$ cat config.mk
export PLATFORM = sky130hd
export DESIGN_NAME = dmba_arbiter
export DESIGN_NICKNAME = d
export VERILOG_FILES = /design/src/dmba_pkg.sv /design/src/dmba_slot_if.sv /design/src/dmba_slot_map.sv /design/src/dmba_arbiter.sv
export SDC_FILE = /design/constraint.sdc
export NUM_CORES = 1
export LEC_CHECK = 0
export ABC_CLOCK_PERIOD_IN_PS = 1650
export BUFFER_PORTS_ARGS = -buffer_cell sky130_fd_sc_hd__buf_2
export CAP_MARGIN = 10
export CORE_MARGIN = 1.5
export CORE_UTILIZATION = 43
export DETAILED_ROUTE_END_ITERATION = 10
export GPL_ROUTABILITY_DRIVEN = 1
export PLACE_DENSITY = 0.77
export RECOVER_POWER = 50
export SYNTH_ARGS = -nofsm -noshare
export SYNTH_HDL_FRONTEND = slang
export SYNTH_SLANG_ARGS = --single-unit
$ cat constraint.sdc
create_clock -name clk -period 1.65 [get_ports clk]
set_input_delay 0.495 -clock clk [delete_from_list [all_inputs] [get_ports clk]]
set_output_delay 0.495 -clock clk [all_outputs]
set_load 0.005 [all_outputs]
$ cat src/dmba_pkg.sv
// Package: constants and types for the data memory bus arbiter
package dmba_pkg;

  // Requester indices
  localparam int DMBA_N_REQ = 3;
  localparam logic [1:0] DMBA_REQ_CORE  = 2'h0;
  localparam logic [1:0] DMBA_REQ_DMA   = 2'h1;
  localparam logic [1:0] DMBA_REQ_DEBUG = 2'h2;

  // Priority control encodings
  localparam logic [15:0] DMBA_PRIO_DEFAULT   = 16'h0000;
  localparam logic [15:0] DMBA_PRIO_DMA_RAISE = 16'h0020;
  localparam logic [15:0] DMBA_PRIO_RESET     = 16'h0000;

  // Priority slots, zero is highest
  localparam logic [2:0] DMBA_SLOT_ZERO  = 3'h0;
  localparam logic [2:0] DMBA_SLOT_ONE   = 3'h1;
  localparam logic [2:0] DMBA_SLOT_THREE = 3'h3;
  localparam logic [2:0] DMBA_SLOT_FOUR  = 3'h4;

  typedef enum logic [0:0] {
    DMBA_IDLE = 1'b0,
    DMBA_BUSY = 1'b1
  } dmba_state_t;

endpackage : dmba_pkg

$ cat src/dmba_slot_if.sv
// Interface: per-requester priority slot bundle between arbiter modules
`timescale 1ns/100ps
interface dmba_slot_if;
  import dmba_pkg::*;
  logic [2:0] coreSlot;
  logic [2:0] dmaSlot;
  logic [2:0] debugSlot;
  modport map (output coreSlot, output dmaSlot, output debugSlot);
  modport arb (input coreSlot, input dmaSlot, input debugSlot);
endinterface : dmba_slot_if

$ cat src/dmba_slot_map.sv
// Slot map: turns the priority control value into a slot per requester
`timescale 1ns/100ps
module dmba_slot_map
  import dmba_pkg::*;
(
  input  wire logic [15:0] prioCtrl,
  dmba_slot_if.map         slots
);

  // Debug master always stays lowest; raising DMA keeps core right below it
  always_comb begin
    if (prioCtrl == DMBA_PRIO_DMA_RAISE) begin
      slots.dmaSlot  = DMBA_SLOT_ZERO;
      slots.coreSlot = DMBA_SLOT_ONE;
    end else begin
      // Reserved encodings fall back to the default scheme
      slots.coreSlot = DMBA_SLOT_ZERO;
      slots.dmaSlot  = DMBA_SLOT_THREE;
    end
    slots.debugSlot = DMBA_SLOT_FOUR;
  end

endmodule // dmba_slot_map

$ cat src/dmba_arbiter.sv
// Top: data memory bus arbiter for core, DMA and debug master
`timescale 1ns/100ps

module dmba_arbiter
  import dmba_pkg::*;
(
  input  wire logic                  clk,
  input  wire logic                  arst_n,
  input  wire logic [15:0]           prioCtrl,
  input  wire logic                  prioWrite,
  input  wire logic [DMBA_N_REQ-1:0] req,
  input  wire logic [DMBA_N_REQ-1:0] accessDone,
  output logic      [DMBA_N_REQ-1:0] grant,
  output logic      [DMBA_N_REQ-1:0] stall,
  output logic      [15:0]           prioActive
);

  // ---------------------------------------------------------------
  // Priority control register
  // ---------------------------------------------------------------
  logic [15:0] prio_r;
  logic [15:0] prio_nxt;

  // Written at any time; the grant logic uses it only at a new decision
  always_comb begin
    prio_nxt = prio_r;
    if (prioWrite) begin
      prio_nxt = prioCtrl;
    end
  end

  always_ff @(posedge clk or negedge arst_n) begin
    if (!arst_n) begin
      prio_r <= DMBA_PRIO_RESET;
    end else begin
      prio_r <= prio_nxt;
    end
  end

  assign prioActive = prio_r;

  // A write lands on the next edge; without one the value must not drift
  a_prio_written: assert property (@(posedge clk) disable iff (!arst_n)
    prioWrite |=> prioActive == $past(prioCtrl))
    else $error("priority write not taken");

  a_prio_kept: assert property (@(posedge clk) disable iff (!arst_n)
    !prioWrite |=> $stable(prioActive))
    else $error("priority value changed without a write");

  // ---------------------------------------------------------------
  // Slot map
  // ---------------------------------------------------------------
  dmba_slot_if slotBus ();

  dmba_slot_map u_slot_map (
    .prioCtrl (prio_r),
    .slots    (slotBus.map)
  );

  // ---------------------------------------------------------------
  // Winner selection
  // ---------------------------------------------------------------
  logic [DMBA_N_REQ-1:0] winner;
  logic [2:0]            bestSlot;

  // Lowest slot number among active requests wins
  always_comb begin
    winner   = '0;
    bestSlot = 3'h7;
    if (req[DMBA_REQ_CORE] && slotBus.coreSlot < bestSlot) begin
      bestSlot = slotBus.coreSlot;
      winner   = 3'h1;
    end
    if (req[DMBA_REQ_DMA] && slotBus.dmaSlot < bestSlot) begin
      bestSlot = slotBus.dmaSlot;
      winner   = 3'h2;
    end
    if (req[DMBA_REQ_DEBUG] && slotBus.debugSlot < bestSlot) begin
      bestSlot = slotBus.debugSlot;
      winner   = 3'h4;
    end
  end

  // ---------------------------------------------------------------
  // Grant state machine
  // ---------------------------------------------------------------
  dmba_state_t           state_r;
  dmba_state_t           state_nxt;
  logic [DMBA_N_REQ-1:0] owner_r;
  logic [DMBA_N_REQ-1:0] owner_nxt;

  // Grant is held until the owner ends its access, so a priority change
  // never splits a transfer; losers wait for the next decision
  always_comb begin
    state_nxt = state_r;
    owner_nxt = owner_r;
    case (state_r)
      DMBA_IDLE: begin
        if (|winner) begin
          state_nxt = DMBA_BUSY;
          owner_nxt = winner;
        end
      end
      DMBA_BUSY: begin
        if (|(owner_r & accessDone)) begin
          state_nxt = DMBA_IDLE;
          owner_nxt = '0;
        end
      end
      default: begin
        state_nxt = DMBA_IDLE;
        owner_nxt = '0;
      end
    endcase
  end

  always_ff @(posedge clk or negedge arst_n) begin
    if (!arst_n) begin
      state_r <= DMBA_IDLE;
      owner_r <= '0;
    end else begin
      state_r <= state_nxt;
      owner_r <= owner_nxt;
    end
  end

  // Stalled requesters must hold their request and attributes
  assign grant = owner_r;
  assign stall = req & ~owner_r;

  // ---------------------------------------------------------------
  // Grant and priority order checks
  // ---------------------------------------------------------------
  // Decisions are judged one edge after the idle cycle that takes them,
  // against the priority value that was loaded at that idle cycle

  // At most one owner may drive the data bus
  a_grant_onehot: assert property (@(posedge clk) disable iff (!arst_n)
    $onehot0(grant))
    else $error("more than one grant");

  // An owner keeps the bus until its own access ends
  a_grant_held: assert property (@(posedge clk) disable iff (!arst_n)
    (|grant && !(|(grant & accessDone))) |=> grant == $past(grant))
    else $error("grant dropped before access done");

  // The bus falls idle for one cycle after every completed access
  a_grant_gap: assert property (@(posedge clk) disable iff (!arst_n)
    (|(grant & accessDone)) |=> grant == 3'h0)
    else $error("grant not released after access done");

  // A grant goes only to a master that was asking
  a_grant_to_req: assert property (@(posedge clk) disable iff (!arst_n)
    (state_r == DMBA_IDLE) |=> (grant & ~$past(req)) == 3'h0)
    else $error("grant given without a request");

  // A free bus is handed out on the very next edge
  a_idle_grants: assert property (@(posedge clk) disable iff (!arst_n)
    (state_r == DMBA_IDLE && |req) |=> |grant)
    else $error("request left unserved while idle");

  // Losers see stall for as long as they ask and do not own
  a_stall_losers: assert property (@(posedge clk) disable iff (!arst_n)
    (|grant) |-> (stall == (req & ~grant)))
    else $error("loser not stalled");

  // Default scheme: the core outranks every other master
  a_core_first: assert property (@(posedge clk) disable iff (!arst_n)
    (state_r == DMBA_IDLE && req[DMBA_REQ_CORE] && prio_r != DMBA_PRIO_DMA_RAISE)
    |=> grant == 3'h1)
    else $error("core not first in default scheme");

  // Default scheme: core beats DMA in a collision
  a_core_beats_dma: assert property (@(posedge clk) disable iff (!arst_n)
    (state_r == DMBA_IDLE && req[0] && req[1] && prio_r == DMBA_PRIO_DEFAULT)
    |=> grant == 3'h1)
    else $error("core lost to DMA in default");

  // Raised scheme: DMA outranks every other master
  a_dma_first: assert property (@(posedge clk) disable iff (!arst_n)
    (state_r == DMBA_IDLE && req[DMBA_REQ_DMA] && prio_r == DMBA_PRIO_DMA_RAISE)
    |=> grant == 3'h2)
    else $error("DMA not first in raised scheme");

  // Raised scheme: DMA beats core in a collision
  a_dma_raised: assert property (@(posedge clk) disable iff (!arst_n)
    (state_r == DMBA_IDLE && req[0] && req[1] && prio_r == DMBA_PRIO_DMA_RAISE)
    |=> grant == 3'h2)
    else $error("DMA not raised above core");

  // Raised scheme: core keeps slot one, above the debug master
  a_core_over_debug: assert property (@(posedge clk) disable iff (!arst_n)
    (state_r == DMBA_IDLE && req[0] && !req[1] && req[2] && prio_r == DMBA_PRIO_DMA_RAISE)
    |=> grant == 3'h1)
    else $error("core lost to debug master in raised scheme");

  // Debug master only wins an otherwise empty bus
  a_debug_lowest: assert property (@(posedge clk) disable iff (!arst_n)
    (state_r == DMBA_IDLE && req[2] && (req[0] || req[1]))
    |=> !grant[2])
    else $error("debug master won a collision");

  // DMA stays above the debug master in either scheme
  a_dma_over_debug: assert property (@(posedge clk) disable iff (!arst_n)
    (state_r == DMBA_IDLE && !req[0] && req[1] && req[2])
    |=> grant == 3'h2)
    else $error("DMA lost to debug master");

endmodule // dmba_arbiter

# Word-level counts from Yosys, hierarchy flattened
# Index checks and enable logic that the tools add are counted.
[op_classes]
reduce_logical = 6
div = 0
n_lt_le_gt_ge = 3
eq_ne = 3
shift = 0
addsub = 0
mux = 13
n_mul = 0
n_bitwise = 4
[ops]
columns = ["op", "n"]
rows = [
  ["$mux 3", 6],
  ["$eq 16x6->1 const B", 1],
  ["$and 3x3->3", 2],
  ["$pmux 3 s2", 1],
  ["$reduce_or 3->1", 2],
  ["$mux 1", 4],
  ["$logic_and 1x1->1", 3],
  ["$lt 3x3->1", 1],
  ["$lt 3x3->1 const A", 1],
  ["$lt 3x3->1 const B", 1],
  ["$not 3->3", 1],
  ["$mux 2", 1],
  ["$ne 2x1->1 const B", 1],
  ["$ne 2x2->1 const B", 1],
  ["$pmux 1 s2", 1],
  ["$reduce_and 2->1", 1],
  ["$not 1->1", 1],
]
[totals]
mem_count = 0
latchBits = 0
romBits = 0
ram_bits = 0
register_bits = 20
elab_cells = 32

# Depth between registers and ports, before layout
# Gate-level depths: netlist (run 1).
[logic_depth]
word_depth = 14
depth_mapped = 3

# Modules after synthesis
# Synthesis (run 1) repeated with hierarchy kept, for this count alone.
[unflattened]
hier_cells = 98
area_unflattened_um2 = 1142.3
[by_module_without_submodules]
columns = ["mod", "seq_area_each_um2", "n_inst", "cells_each", "area_each_um2"]
rows = [
  ["dmba_arbiter", 500.5, 1, 83, 1014.7],
  ["dmba_slot_map", 0.0, 1, 15, 127.6],
]

# Worst setup path before layout (run 1)
# No wires, ideal clock.
[synth_timing]
path_type = "input port to flip-flop"
startpoint = "input port prioWrite"
endpoint = "register prio_r[0], in the netlist prioActive[0]"
path_slack_ns = 0.375
stages = 3
t_arrival_ns = 1.151
required_time_ns = 1.525
path_buffers = 2
cell_sequence = "buf_2 buf_4 mux2_2"
[synth_lines]
columns = ["element", "line_no", "source"]
rows = [
  ["from (decl)", "dmba_arbiter.sv:10", "input wire logic prioWrite,"],
  ["to (signal assigned)", "dmba_arbiter.sv:36", "prio_r <= prio_nxt;"],
  ["to (decl)", "dmba_arbiter.sv:21", "logic [15:0] prio_r;"],
]
# No word-level cell between the ends.

# Worst setup path after layout (run 1)
[layout_timing]
startpoint = "register owner_r[1], in the netlist grant[1]"
endpoint = "output port stall[1]"
[layout_between]
elab_chain_cells = 2
[layout_rtl]
columns = ["element", "line_no", "source"]
rows = [
  ["from (decl)", "dmba_arbiter.sv:90", "logic [DMBA_N_REQ-1:0] owner_r;"],
  ["from (signal assigned)", "dmba_arbiter.sv:124", "owner_r <= owner_nxt;"],
  ["$not 3->3", "dmba_arbiter.sv:130", "assign stall = req & ~owner_r;"],
  ["$and 3x3->3", "dmba_arbiter.sv:130", ""],
  ["to (decl)", "dmba_arbiter.sv:14", "output logic [DMBA_N_REQ-1:0] stall,"],
]
# No other way between the ends.

==> out/results.ini, run 1 <==
[drt]
wire_per_inst_um = 12.7
wirelength_um = 1780
ant_nets = 0
vias = 712
viasPerCell = 5.09
drc = 0
dr.pass1.iters = 3
drtIter0Drc = 3

[worst_setup_path]
r2r_cells = 3
cp.arrival_ns = 0.95
crit_path_max_fanout = 5
ff2ff_setup_slack_ns = 0.32
cp-start-kind = flop
critPathKind = reg -> out
r2r_start = prioActive[4]
end_kind = primary output
crit_required_ns = 1.15
r2r_end = grant[0]

[placement]
dp_cells = 137
place_hpwl_um = 1400
dp_slack_ns = 0.281
numPortBuffers = 46
dpl-instance-area_sq_um = 1140
place.gp.congestion = 0.857

[power_and_ir_drop]
power.switching_w = 0.000349
swShare = 0.294
combPwrFrac = 0.263
ir_worst_vdd_mv = 0.523
p_clk_frac = 0.183
power-per-cell-area_nw_per_um2 = 1020
p_leak_nw = 0.545
power_frac_seq = 0.554
internal_power_w = 0.000836

[floorplan]
die_w_um = 48.5
dieArea_sq_um = 2350
io_pins = 47
die_h_um = 48.5
core_sq_um = 1960
initial_core_util = 0.453
num_rows = 16

[clocking]
cts_root_buffer = clkbuf_4
h-tree-depth = 1
cts_buffers = 3
cts_tree = done
postCtsHoldBufs = 0
post-cts-setup-buffers = 0
ctsResizeCount = 0
path_clk_slew_ns = 0.10
cts_buffer_depth = 2
cts_sinks = 20
worstSkewPairLatency_ns = 0.28

[global_routing]
grt_pass1_vias = 716
overflow = 0
grt.total_usage = 0.161
grt_pass1_wl_um = 2980
grt_max_degree = 21
antenna_found_initial = 0

[final_layout]
area_delta_synth_final_pct = 30.6
nets = 140
num_antenna_cells = 0
drive_above_1_share = 0.593
stdcell_count = 140
finalInstanceArea_sq_um = 1160
final_util = 0.591

[synthesis]
synthesis.nets = 91
netlist-cell-type-count = 21
synth_seq_cells = 20
netlist_instances = 66
syn_avg_cell_area_sq_um = 13.5
yosys_warnings = 0
yosysSeqAreaShare = 0.563
netlist_area_sq_um = 888

[timing]
fmax_mhz = 693
finalCriticalPeriod_ns = 1.44
relSlewSlack = 0.302
finalHoldViolCount = 0
setup_viol_count_final = 0
rsz0062_at_grt = no
report.final.slew_viol_count = 0
setup_slack_ns = 0.207
finClkSkew_ns = 0.00288
finalCritPeriodShare = 0.875
tightestPinTransition_ns = 1.05
final.setup.tns_ns = 0

[min_path]
hp-class = in -> async

[run]
drv_cap = 0

[run_status]
outcome = completed

[placed cells by master, fill, tap and decap left out]
cell / count
dfrtp_1: 20
and3_1: 1
inv_1: 1
o21a_1: 1
buf_2: 44
clkbuf_4: 3
nor2b_1: 6
o21ai_0: 3
nor4b_2: 1
a22oi_1: 1
nand2_1: 1
nor4_2: 3
nand3_1: 1
a221o_1: 1
nor3_1: 1
o2bb2ai_1: 1
nand4_1: 1
o221ai_1: 1
mux2_2: 16
nand2b_1: 1
nor2_1: 3
clkbuf_1: 2
[cell families (layout without fill, tap and decap cells)]
| kind of cell | Yosys count | after routing | synth area share |
|---|---|---|---|
| AOI/OAI and AO/OA | 8 | 8 | 0.0648 |
| buffers and inverters | 3 | 50 | 0.0183 |
| DFF | 20 | 20 | 0.563 |
| muxes | 16 | 16 | 0.203 |
| and+or+nand+nor | 19 | 19 | 0.151 |
[sequential cells by signal, summed over array words and instances (netlist names)]
| name | count |
|---|---|
| state_r | 1 |
| grant | 3 |
| prioActive | 16 |
[through the flow]
step                      total power [W]  hold WS, ns
after detailed placement         0.000984        0.461
after global routing              0.00126        0.418
final                             0.00118        0.362
after global placement           0.000973        0.457
after floorplan                  0.000827        0.199
after CTS                         0.00120        0.142
[Yosys cell counts]
cell	instances	share of area
nor2b_1	6	0.042
inv_1	1	0.0042
and3_1	1	0.0070
nor4b_2	1	0.017
dfrtp_1	20	0.56
nor3_1	1	0.0056
o21a_1	1	0.0085
nor4_2	3	0.042
a221o_1	1	0.011
o2bb2ai_1	1	0.0099
buf_4	1	0.0085
nand2_1	1	0.0042
nor2_1	3	0.013
a22oi_1	1	0.0085
nand2b_1	1	0.0070
nand4_1	1	0.0070
o221ai_1	1	0.0099
mux2_2	16	0.20
nand3_1	1	0.0056
o21ai_0	3	0.017
buf_2	1	0.0056
[power groups by stage]
stage	sequential (W)	combinational, W	clock [W]
floorplan	0.000662	0.000165	0
global placement	0.000663	0.000310	0
detailed placement	0.000668	0.000316	0
CTS	0.000658	0.000318	0.000225
global route	0.000671	0.000347	0.000242
finish	0.000656	0.000312	0.000217
[critical path: stages (launching register included)]
cell and delay [ns]:
dfrtp_1 0.43, nor2b_1 0.12, buf_2 0.12
[cell type report]
| cell class | instances | area (sq um) |
|---|---|---|
| Multi-Input combinational cell | 43 | 372 |
| Clock buffer | 3 | 22.5 |
| Tap cell | 27 | 33.8 |
| Timing Repair Buffer | 46 | 228 |
| Inverter | 1 | 3.75 |
| Fill cell | 207 | 802 |
| Sequential cell | 20 | 500 |
[worst max path at each step]
stage                   start             to  slack, ns  cells past startpoint
finish               grant[1]       stall[1]       0.21                      2
global route         grant[0]       stall[0]       0.15                      2
CTS                  grant[0]       stall[0]       0.20                      2
detailed placement     req[1]       stall[1]       0.28                      3
global placement       req[0]       stall[0]       0.30                      3
floorplan           prioWrite  prioActive[0]       0.37                      3
[layer usage]
layer  vias to the layer above  routed length, um  global-route usage
met1                       340                742               0.192
met2                        34                880               0.289
met4                         0                 13              0.0571
met3                         2                143              0.0309
met5                         -                  0                   0
li1                        336                  -                   -
Note: power is estimated with default switching activity, not from simulation.
==> run 2: changes to the inputs <==
--- a/config.mk
+++ b/config.mk
@@ -8,6 +8,7 @@
 export ABC_CLOCK_PERIOD_IN_PS = 1650
 export BUFFER_PORTS_ARGS = -buffer_cell sky130_fd_sc_hd__buf_2
 export CAP_MARGIN = 10
+export CORE_ASPECT_RATIO = 1.1
 export CORE_MARGIN = 1.5
 export CORE_UTILIZATION = 43
 export DETAILED_ROUTE_END_ITERATION = 10
==> run 2 against run 1 <==
Clock-buffer cell count unchanged. Critical endpoint is now stall[2]. Setup slack worse by 0.0026 ns. Highest routed layer unchanged. Global-route usage up 0.57 points. Hold slack worse by 0.019 ns. First-iteration DRC count rose to 3.7 times the previous value. Fmax down 0.18%. Routed wire length down 2.0%.
==> out/results.ini, run 2 (synthesis results as in run 1) <==
[drt]
vias = 717  ; +0.70%
viasPerCell = 5.09  ; about the same
wire_per_inst_um = 12.4  ; -2.7%
wirelength_um = 1740  ; -2.0%
ant_nets = 0  ; unchanged
drc = 0  ; unchanged
dr.pass1.iters = 3  ; unchanged
drtIter0Drc = 11  ; +8

[run]
drv_cap = 0  ; unchanged

[worst_setup_path]
crit_family = flip-flops
cp.arrival_ns = 0.95  ; about the same
crit_required_ns = 1.15  ; about the same
max_stage_delay_ns = 0.43  ; about the same
cp_slowest_cell = dfrtp_1
worstSetupPathDepth = 2  ; unchanged
critPathKind = reg -> out
cp-start-kind = flop
crit_path_max_fanout = 5  ; unchanged
path_buf_inv = 1  ; unchanged
end_kind = primary output
crit_chain = nor2b_1 > buf_2
r2r_cells = 3  ; unchanged

[clocking]
worstSkewPairLatency_ns = 0.29  ; about the same
cts_root_buffer = clkbuf_4
cts_tree = done
cts_buffers = 3  ; unchanged
ctsResizeCount = 0  ; unchanged
postCtsHoldBufs = 0  ; unchanged
cts_sinks = 20  ; unchanged
h-tree-depth = 1  ; unchanged
path_clk_slew_ns = 0.10  ; about the same
cts_buffer_depth = 2  ; unchanged
post-cts-setup-buffers = 0  ; unchanged

[timing]
finalHoldViolCount = 0  ; unchanged
tightestPinTransition_ns = 1.02  ; -0.0260 ns
rsz0062_at_grt = no
finClkSkew_ns = 0.00162  ; -0.00126 ns
finalCritPeriodShare = 0.876  ; +0.00158
report.final.slew_viol_count = 0  ; unchanged
setup_viol_count_final = 0  ; unchanged
fmax_mhz = 692  ; -0.18%
final.setup.tns_ns = 0  ; unchanged
relSlewSlack = 0.320  ; +0.0173
finalCriticalPeriod_ns = 1.45  ; +0.00260 ns

[floorplan]
core_sq_um = 1980  ; +0.83%
die_h_um = 50.7  ; +4.6%
initial_core_util = 0.449  ; -0.00372
num_rows = 17  ; +1
dieArea_sq_um = 2350  ; about the same
die_w_um = 46.3  ; -4.4%
io_pins = 47  ; unchanged

[placement]
place.gp.congestion = 0.777  ; -9.4%
numPortBuffers = 46  ; unchanged

[power_and_ir_drop]
power-per-cell-area_nw_per_um2 = 1030  ; +0.60%
ir_worst_vdd_mv = 0.644  ; +23%
total_power_w = 0.00119  ; +0.71%
p_leak_nw = 0.545  ; unchanged

[min_path]
hp-class = in -> async

[global_routing]
grt_pass1_vias = 703  ; -1.8%
overflow = 0  ; unchanged
antenna_found_initial = 0  ; unchanged
grt.total_usage = 0.167  ; +0.00568
grt_max_degree = 21  ; unchanged
grt_pass1_wl_um = 2820  ; -5.5%

[run_status]
outcome = completed

[final_layout]
largest_reg_flops = 16  ; unchanged
nets = 140  ; unchanged
drive_above_1_share = 0.593  ; unchanged
area_delta_synth_final_pct = 30.7
most-common-layout-cells = buf_2 (44), dfrtp_1 (20), mux2_2 (16)
final_common_cell = buf_2
num_antenna_cells = 0  ; unchanged
fill_cells = 184  ; -11%

## run 2: cell counts in the layout (fill, tap and decap cells not counted)
No cell type changed its count.
## run 2: power breakdown
part,internal (W),switching (W),leakage (nW),total [W]
registers,0.000570,0.0000879,0.237,0.000658
logic,0.000182,0.000130,0.294,0.000312
clock network,0.0000850,0.000139,0.0138,0.000224
total,0.000837,0.000357,0.545,0.00119
## run 2: worst paths after layout
path	startpoint	end	slack, ns
min reg2reg	prioActive[5]	prioActive[5]	0.55
max	grant[2]	stall[2]	0.20
min in group clk	prioCtrl[15]	prioActive[15]	0.42
max reg2reg	prioActive[13]	grant[0]	0.34
max in group asynchronous	arst_n	prioActive[1]	0.70
min	arst_n	prioActive[11]	0.34
## run 2: area by class of cell
class / instances / area, sq um / area share
flip-flops and latches: 20 / 500 / 0.431
multi-input cells: 43 / 372 / 0.320
repair buffers: 46 / 228 / 0.196
well taps: 28 / 35.0 / 0.0302
clock buffers: 3 / 22.5 / 0.0194
inverters: 1 / 3.75 / 0.00323
## run 2: layer usage
| layer | track usage | up-vias | part of all wire |
|---|---|---|---|
| met5 | 0 | - | 0 |
| met4 | 0.0714 | 0 | 0.0057 |
| met3 | 0.0360 | 2 | 0.069 |
| met2 | 0.275 | 36 | 0.48 |
| met1 | 0.202 | 341 | 0.44 |
| li1 | - | 338 | - |
## run 2: per-stage QoR
stage	std cells	setup slack (ns)	cell area [sq um]	utilization	hold WS, ns
final	141	0.204	1160	0.587	0.343
after global routing	141	0.109	1160	0.587	0.407
after CTS	141	0.183	1160	0.588	0.130
after detailed placement	138	0.282	1140	0.577	0.459
after global placement	138	0.296	1140	0.577	0.454
after floorplan	66	0.375	888	-	0.199
